## config.mk

```make
export PLATFORM = sky130hd
export DESIGN_NAME = pscs_top
export DESIGN_NICKNAME = d
export VERILOG_FILES = /design/src/rtl/pscs_pkg.sv /design/src/rtl/pscs_led_if.sv /design/src/rtl/pscs_led_drv.sv /design/src/rtl/pscs_top.sv
export SDC_FILE = /design/constraint.sdc
export NUM_CORES = 1
export LEC_CHECK = 0
export ABC_AREA = 1
export BUFFER_PORTS_ARGS = -buffer_cell sky130_fd_sc_hd__buf_2
export CAP_MARGIN = 20
export CORE_AREA = 2 2 104 76
export CTS_CLUSTER_SIZE = 14
export DETAILED_ROUTE_END_ITERATION = 6
export DIE_AREA = 0 0 106 78
export PLACE_DENSITY = 0.81
export REMOVE_ABC_BUFFERS = 1
export SETUP_SLACK_MARGIN = 0.02
export SYNTH_ARGS = -nofsm -noshare
export SYNTH_HDL_FRONTEND = slang
export SYNTH_SLANG_ARGS = --single-unit
```

## constraint.sdc

```tcl
create_clock -name clk -period 2.2 [get_ports clk]
set_input_delay 0.22 -clock clk [delete_from_list [all_inputs] [get_ports clk]]
set_output_delay 0.22 -clock clk [all_outputs]
set_load 0.005 [all_outputs]
```

## src/rtl/pscs_pkg.sv

```systemverilog
package pscs_pkg;
  localparam int PSCS_STRAP_W = 5;
  // Register offsets of the local plain port
  localparam logic [3:0] PSCS_OFS_CTRL = 4'h0;
  localparam logic [3:0] PSCS_OFS_STAT = 4'h1;
  localparam logic [3:0] PSCS_OFS_VSTAT = 4'h2;
  localparam logic [3:0] PSCS_OFS_LINKMON = 4'h3;
  // Control field positions
  localparam int PSCS_CTRL_ISOLATE = 10;
  localparam int PSCS_CTRL_RATE = 13;
  localparam int PSCS_CTRL_SWRST = 15;
  localparam logic [15:0] PSCS_CTRL_RST = 16'h2000;
  localparam logic [PSCS_STRAP_W-1:0] PSCS_ADDR_NONE = 5'h00;
  // Software reset length
  localparam int PSCS_SWRST_NS = 1000;
  localparam int PSCS_CLK_NS = 25;
  localparam int PSCS_SWRST_CYC = (PSCS_SWRST_NS + PSCS_CLK_NS - 1) / PSCS_CLK_NS;
  typedef enum logic [1:0] {
    PSCS_IF_MII10,
    PSCS_IF_MII100,
    PSCS_IF_SYM100,
    PSCS_IF_SER10
  } pscs_if_mode_t;
  typedef enum {PSCS_ST_RESET, PSCS_ST_SAMPLE, PSCS_ST_RUN} pscs_state_t;
endpackage

```

## src/rtl/pscs_led_if.sv

```systemverilog
`timescale 1ns/1ps
interface pscs_led_if;
  logic [4:0] status;
  logic [4:0] sampled;
  logic drive;
  logic [4:0] pin_out;
  logic [4:0] pin_oe;
  modport ctl (output status, output sampled, output drive, input pin_out, input pin_oe);
  modport drv (input status, input sampled, input drive, output pin_out, output pin_oe);
endinterface

```

## src/rtl/pscs_led_drv.sv

```systemverilog
`timescale 1ns/1ps
module pscs_led_drv (
  // Clock and reset
  input wire logic clk,
  input wire logic rst_sync_b,
  // Status and strap values
  pscs_led_if.drv led
);
  import pscs_pkg::*;
  logic [PSCS_STRAP_W-1:0] next_pin_out;
  genvar i;
  generate
    for (i = 0; i < PSCS_STRAP_W; i++) begin : g_led
      // Asserted level is opposite of the strap level
      assign next_pin_out[i] = led.status[i] ? ~led.sampled[i] : led.sampled[i];
    end
  endgenerate

  always_ff @(posedge clk or negedge rst_sync_b) begin
    if (!rst_sync_b) begin
      led.pin_out <= '0;
      led.pin_oe <= '0;
    end else begin
      led.pin_out <= next_pin_out;
      led.pin_oe <= {PSCS_STRAP_W{led.drive}};
    end
  end
endmodule // pscs_led_drv

```

## src/rtl/pscs_top.sv

```systemverilog
`timescale 1ns/1ps
module pscs_top (
  // Clock and reset
  input wire logic clk,
  input wire logic rst_b,
  // Register port
  input wire logic [3:0] reg_addr,
  input wire logic [15:0] reg_wdata,
  input wire logic reg_wr,
  input wire logic reg_rd,
  output logic [15:0] reg_rdata,
  // Configuration pins
  input wire logic hw_or_sw_config,
  input wire logic speed_select_in,
  output logic speed_select_out,
  output logic speed_select_oe,
  input wire logic duplex_select,
  input wire logic autoneg_select,
  input wire logic node_or_repeater_select,
  input wire logic mii_or_serial_select,
  input wire logic rx_tristate_ctl,
  // Strap and indicator pins
  input wire logic [pscs_pkg::PSCS_STRAP_W-1:0] strap_in,
  output logic [pscs_pkg::PSCS_STRAP_W-1:0] strap_out,
  output logic [pscs_pkg::PSCS_STRAP_W-1:0] strap_oe,
  // Link monitor events from the core
  input wire logic mon_activity,
  input wire logic mon_collision,
  input wire logic mon_link_ok,
  input wire logic mon_tx_data,
  input wire logic mon_rx_data,
  input wire logic mon_lock,
  input wire logic mon_an_done,
  // Management serial pins
  input wire logic mgmt_clk_in,
  input wire logic mgmt_data_in,
  input wire logic mgmt_data_core_out,
  input wire logic mgmt_data_core_oe,
  output logic mgmt_clk_core,
  output logic mgmt_data_core_in,
  output logic mgmt_data_out,
  output logic mgmt_data_oe,
  // Status, configuration and host path enables
  output logic link_status_out,
  output logic lock_status_out,
  output logic [4:0] mgmt_addr,
  output logic rx_path_oe,
  output logic tx_path_oe,
  output logic cfg_speed_100,
  output logic cfg_full_duplex,
  output logic cfg_repeater,
  output logic cfg_autoneg,
  output logic [1:0] cfg_if_mode,
  output logic soft_reset_active
);
  import pscs_pkg::*;

  logic rst_meta;
  logic rst_sync_b;
  pscs_state_t state;
  logic [15:0] ctrl;
  logic [$clog2(PSCS_SWRST_CYC+1)-1:0] swrst_cnt;
  logic [PSCS_STRAP_W-1:0] strap_lat;
  logic straps_out;
  logic rate_100;
  pscs_if_mode_t if_mode;
  pscs_led_if led ();

  function automatic pscs_if_mode_t pscs_decode_if(input logic serial, input logic fast);
    if (serial) begin
      pscs_decode_if = fast ? PSCS_IF_SYM100 : PSCS_IF_SER10;
    end else begin
      pscs_decode_if = fast ? PSCS_IF_MII100 : PSCS_IF_MII10;
    end
  endfunction

  always_ff @(posedge clk or negedge rst_b) begin
    if (!rst_b) begin
      rst_meta <= 1'b0;
      rst_sync_b <= 1'b0;
    end else begin
      rst_meta <= 1'b1;
      rst_sync_b <= rst_meta;
    end
  end

  // Strap capture on the second clock edge after synchronized reset release
  always_ff @(posedge clk or negedge rst_sync_b) begin
    if (!rst_sync_b) begin
      state <= PSCS_ST_RESET;
    end else begin
      case (state)
        PSCS_ST_RESET: state <= PSCS_ST_SAMPLE;
        PSCS_ST_SAMPLE: state <= PSCS_ST_RUN;
        PSCS_ST_RUN: state <= PSCS_ST_RUN;
        default: state <= PSCS_ST_RESET;
      endcase
    end
  end

  always_ff @(posedge clk or negedge rst_sync_b) begin
    if (!rst_sync_b) begin
      strap_lat <= '0;
      straps_out <= 1'b0;
    end else if (state == PSCS_ST_SAMPLE) begin
      strap_lat <= strap_in;
      straps_out <= 1'b1;
    end
  end

  // Software reset leaves straps untouched
  always_ff @(posedge clk or negedge rst_sync_b) begin
    if (!rst_sync_b) begin
      ctrl <= PSCS_CTRL_RST;
      swrst_cnt <= '0;
    end else if (swrst_cnt != '0) begin
      swrst_cnt <= swrst_cnt - 1'b1;
      if (swrst_cnt == 1) begin
        ctrl <= PSCS_CTRL_RST;
      end
    end else if (reg_wr && reg_addr == PSCS_OFS_CTRL) begin
      ctrl <= reg_wdata;
      if (reg_wdata[PSCS_CTRL_SWRST]) begin
        swrst_cnt <= ($clog2(PSCS_SWRST_CYC+1))'(PSCS_SWRST_CYC);
      end
    end
  end

  always_comb begin
    rate_100 = hw_or_sw_config ? speed_select_in : ctrl[PSCS_CTRL_RATE];
    if_mode = pscs_decode_if(mii_or_serial_select, rate_100);
  end

  assign led.status = {mon_rx_data, mon_tx_data, mon_link_ok, mon_collision, mon_activity};
  assign led.sampled = strap_lat;
  assign led.drive = straps_out;

  pscs_led_drv u_led (
    .clk(clk),
    .rst_sync_b(rst_sync_b),
    .led(led)
  );

  always_ff @(posedge clk or negedge rst_sync_b) begin
    if (!rst_sync_b) begin
      strap_out <= '0;
      strap_oe <= '0;
    end else begin
      strap_out <= led.pin_out;
      strap_oe <= led.pin_oe;
    end
  end

  always_ff @(posedge clk or negedge rst_sync_b) begin
    if (!rst_sync_b) begin
      rx_path_oe <= 1'b0;
      tx_path_oe <= 1'b0;
    end else begin
      // Same gating in all interface modes
      rx_path_oe <= straps_out && !rx_tristate_ctl && !ctrl[PSCS_CTRL_ISOLATE]
        && strap_lat != PSCS_ADDR_NONE;
      tx_path_oe <= straps_out && !ctrl[PSCS_CTRL_ISOLATE]
        && strap_lat != PSCS_ADDR_NONE;
    end
  end

  always_ff @(posedge clk or negedge rst_sync_b) begin
    if (!rst_sync_b) begin
      cfg_speed_100 <= 1'b0;
      cfg_full_duplex <= 1'b0;
      cfg_repeater <= 1'b0;
      cfg_autoneg <= 1'b0;
      cfg_if_mode <= 2'h0;
      speed_select_out <= 1'b0;
      speed_select_oe <= 1'b0;
      mgmt_addr <= '0;
    end else begin
      cfg_speed_100 <= rate_100;
      cfg_full_duplex <= duplex_select;
      cfg_repeater <= node_or_repeater_select;
      cfg_autoneg <= autoneg_select;
      cfg_if_mode <= if_mode;
      speed_select_out <= ctrl[PSCS_CTRL_RATE];
      speed_select_oe <= !hw_or_sw_config;
      mgmt_addr <= strap_lat;
    end
  end

  // Management pins pass through regardless of mode
  always_ff @(posedge clk or negedge rst_sync_b) begin
    if (!rst_sync_b) begin
      mgmt_clk_core <= 1'b0;
      mgmt_data_core_in <= 1'b0;
      mgmt_data_out <= 1'b0;
      mgmt_data_oe <= 1'b0;
    end else begin
      mgmt_clk_core <= mgmt_clk_in;
      mgmt_data_core_in <= mgmt_data_in;
      mgmt_data_out <= mgmt_data_core_out;
      mgmt_data_oe <= mgmt_data_core_oe;
    end
  end

  always_ff @(posedge clk or negedge rst_sync_b) begin
    if (!rst_sync_b) begin
      link_status_out <= 1'b0;
      lock_status_out <= 1'b0;
      soft_reset_active <= 1'b0;
    end else begin
      link_status_out <= mon_link_ok;
      lock_status_out <= mon_lock;
      soft_reset_active <= swrst_cnt != '0;
    end
  end

  always_ff @(posedge clk or negedge rst_sync_b) begin
    if (!rst_sync_b) begin
      reg_rdata <= 16'h0000;
    end else if (reg_rd) begin
      case (reg_addr)
        PSCS_OFS_CTRL: reg_rdata <= ctrl;
        PSCS_OFS_STAT: reg_rdata <= {11'h000, strap_lat};
        PSCS_OFS_VSTAT: reg_rdata <= {8'h00, if_mode, rate_100, duplex_select,
          mon_an_done, mon_lock, mon_link_ok, straps_out};
        PSCS_OFS_LINKMON: reg_rdata <= {11'h000, led.status};
        default: reg_rdata <= 16'h0000;
      endcase
    end else begin
      reg_rdata <= 16'h0000;
    end
  end
endmodule // pscs_top

```

==> results.rst <==
.. list-table::
   :header-rows: 1

   * - Metric
     - Value
   * - DR iter-0 viols
     - 105
   * - Worst Hold Class
     - in2reg
   * - Initial Util
     - 44.83%
   * - RePlAce Congestion
     - 0.8363
   * - Sequential fraction of the synthesis area
     - 63.70%
   * - Clock tree from TritonCTS
     - built
   * - Via count of the first global-routing pass
     - 2342
   * - Die outline width
     - 106 um
   * - Design Power
     - 3.443 mW
   * - Result of the run
     - finished clean
   * - Gate Count Post-Synth
     - 311
   * - Final Net Count
     - 465
   * - Root buffer cell
     - sky130_fd_sc_hd__clkbuf_8
   * - Inserted Diodes
     - 0
   * - Startpoint-to-endpoint class of the critical path
     - reg2reg
   * - Number of library cell types mapped by synthesis
     - 25
   * - Number of I/O port buffers
     - 94
   * - Fraction of post-synthesis cell area in the top cell type by area
     - 62.89%
   * - Worst clock skew on the final layout
     - 0.006464 ns
   * - Post CTS Setup Buffer Count
     - 0
   * - Remaining global-route overflow
     - 0
   * - Average vias per placed instance
     - 4.532
   * - Achievable clock frequency
     - 624.5 MHz
   * - Number of routed nets with antenna violations
     - 0
   * - Wire length of the first global-routing pass
     - 10.96 mm
   * - Netlist area before placement
     - 3223 um^2
   * - Capturing element type of the critical path
     - register
   * - Max VDD drop
     - 0.3210 mV
   * - Clock H-tree levels
     - 3
   * - DPL Wire Length
     - 4.743 mm
   * - Main area contributors after synthesis
     - sky130_fd_sc_hd__dfrtp_1, sky130_fd_sc_hd__nand2_1, sky130_fd_sc_hd__nand3_1
   * - Commonest non-fill, non-tap cell in the layout
     - sky130_fd_sc_hd__buf_2
   * - Largest net degree at the start of global routing
     - 45
   * - Fin crit period
     - 1.601 ns
   * - Data required time of the critical path
     - 2.43 ns
   * - Clock latency of the later-clocked register in the worst-skew pair
     - 0.35 ns
   * - Clock buffer count from CTS
     - 9
   * - GRT Total Usage
     - 17.16%
   * - Drc violations
     - 0
   * - Number of fillers in the final layout
     - 613
   * - Biggest fanout along the worst timing path
     - 17
   * - Endpoints failing setup
     - 0
   * - Clock transition at path regs
     - 0.08 ns
   * - RSZ-0062 raised after global routing
     - no
   * - Core Area
     - 7189 um^2
   * - Max-slew violation count
     - 0
   * - DR WL/cell
     - 12.61 um
   * - Final TNS setup
     - 0 ns
   * - Detailed-router iteration count before antenna repair
     - 4
   * - Via count
     - 2343
   * - Final hold violation count
     - 0
   * - Cell leakage power
     - 2.179 nW
   * - Clock Sink Count
     - 82
   * - Power density relative to cell area
     - 854.3 nW/um^2
   * - Maximum buffer depth of the clock tree
     - 2
   * - Max-slew headroom at the worst pin
     - 59.67%
   * - Per-instance average area after synthesis
     - 10.36 um^2
   * - Post-cts repair resize count
     - 0
   * - Crit path launch type
     - register
   * - Cell taking the most area after synthesis
     - sky130_fd_sc_hd__dfrtp_1
   * - Number of top-level design ports
     - 95
   * - Fraction of final layout cells with drive strength greater than 1
     - 30.55%
   * - Arrival time reported for the critical path endpoint
     - 1.83 ns
   * - Highest-count cells in the layout ignoring fill and taps
     - sky130_fd_sc_hd__buf_2, sky130_fd_sc_hd__dfrtp_1, sky130_fd_sc_hd__nand2_1
   * - Final wirelength
     - 6.521 mm
   * - Area delta synth->final
     - 25.04%
   * - Antenna violations before repair
     - 0
   * - Share of the cycle needed by the critical path after routing
     - 72.79%
   * - Number of core rows
     - 26
   * - Total of flip-flops plus latches after synthesis
     - 82
   * - Worst Max-Slew Pin Slew
     - 0.6027 ns
   * - Yosys warnings
     - 0
   * - Vertical extent of the die
     - 78 um
   * - Max cap viols
     - 0
   * - Die area
     - 8268 um^2
-- path summary, 6_finish.rpt --
kind / startpoint / end / slack, ns / cells past startpoint
max in group asynchronous: rst_sync_b / led.sampled[2] / 1.32 / 1
min in group asynchronous: rst_b / rst_sync_b / 0.19 / 2
max: swrst_cnt[0] / ctrl[11] / 0.60 / 6
max reg2reg: swrst_cnt[0] / ctrl[11] / 0.60 / 6
min: hw_or_sw_config / speed_select_oe / 0.03 / 2
min reg2reg: rst_sync_b / speed_select_oe / 0.30 / 0
-- report_power, final --
part / internal [mW] / switching (mW)
clock network: 0.450 / 0.548
registers: 1.70 / 0.133
logic: 0.251 / 0.361
total: 2.40 / 1.04
-- synth_stat cells --
library cell	instances
sky130_fd_sc_hd__inv_1	37
sky130_fd_sc_hd__ha_1	4
sky130_fd_sc_hd__nor2_4	3
sky130_fd_sc_hd__nor2_1	23
sky130_fd_sc_hd__or2_1	1
sky130_fd_sc_hd__and2_1	1
sky130_fd_sc_hd__nand4_2	1
sky130_fd_sc_hd__nand4_1	11
sky130_fd_sc_hd__conb_1	1
sky130_fd_sc_hd__dfstp_2	1
sky130_fd_sc_hd__xor2_1	5
sky130_fd_sc_hd__nor2_2	1
sky130_fd_sc_hd__buf_4	7
sky130_fd_sc_hd__a21oi_1	4
sky130_fd_sc_hd__nand2_1	68
sky130_fd_sc_hd__buf_2	3
sky130_fd_sc_hd__or2_2	1
sky130_fd_sc_hd__nand2_4	2
sky130_fd_sc_hd__buf_6	2
sky130_fd_sc_hd__clkbuf_1	1
sky130_fd_sc_hd__nand3_2	4
sky130_fd_sc_hd__nand3_1	43
sky130_fd_sc_hd__dfrtp_1	81
sky130_fd_sc_hd__nor2_8	2
sky130_fd_sc_hd__o21ai_0	4
-- state kept, by name (all words and copies together) (netlist names), 2 cells and up --
| name | flops |
|---|---|
| ctrl | 16 |
| reg_rdata | 16 |
| swrst_cnt | 6 |
| led.sampled | 5 |
| mgmt_addr | 5 |
| strap_out | 5 |
| u_led.led.pin_out | 5 |
| cfg_if_mode | 2 |
| state | 2 |
-- final cells by class --
class	instances	area (um^2)	area share [%]
clock buffers	10	137.6	3.415
clock inverters	6	48.80	1.211
inverters	37	138.9	3.446
multi-input cells	179	937.1	23.25
flip-flops and latches	82	2057	51.04
well taps	98	122.6	3.043
repair buffers	105	588.1	14.59
-- routing by layer --
metal,wire [um],part of all wire (%),GRT usage [%],up-vias
met1,3033,47,22.34,1080
li1,-,-,-,1184
met2,2977,46,27.29,74
met5,0,0,0,-
met3,458,7.0,5.630,5
met4,52,0.80,5.658,0
-- worst max-delay path, stage by stage (launching register included) --
cell and delay, ns:
sky130_fd_sc_hd__dfrtp_1 0.40, sky130_fd_sc_hd__inv_1 0.07, sky130_fd_sc_hd__ha_1 0.22, sky130_fd_sc_hd__inv_1 0.09, sky130_fd_sc_hd__nand4_2 0.41, sky130_fd_sc_hd__nand3_1 0.23, sky130_fd_sc_hd__nand2_1 0.07
-- through the flow --
step                util (%)  hold WS, ns  worst slack (ns)  cell area [um^2]  std cells
CTS                    56.06     0.008561            0.5854              4030        517
global placement       52.21     0.007153            0.6773              3754        492
finish                 56.06      0.03292            0.5987              4030        517
floorplan                  -     -0.07559           -0.2512              3129        298
detailed placement     52.21     0.007512            0.6077              3754        492
global route           56.06      0.01934            0.4585              4030        517
-- logic make-up (layout without fill, tap and decap cells) --
| logic type | after synthesis | count (layout) | share of synthesized area [%] |
|---|---|---|---|
| other | 1 | 1 | 0.1163 |
| buffers and inverters | 50 | 158 | 7.220 |
| xor gates and xnor gates | 5 | 5 | 1.359 |
| AOI/OAI and AO/OA | 8 | 8 | 1.242 |
| DFF | 82 | 82 | 63.70 |
| and+or+nand+nor | 161 | 161 | 24.81 |
| adders and majority gates | 4 | 4 | 1.553 |
-- repair_timing --
action	4_1_cts	5_1_grt
setup endpoints to repair	0	0
endpoints found under the hold margin	10	0
hold buffers	9	0
(Power assumes the default switching activity.)
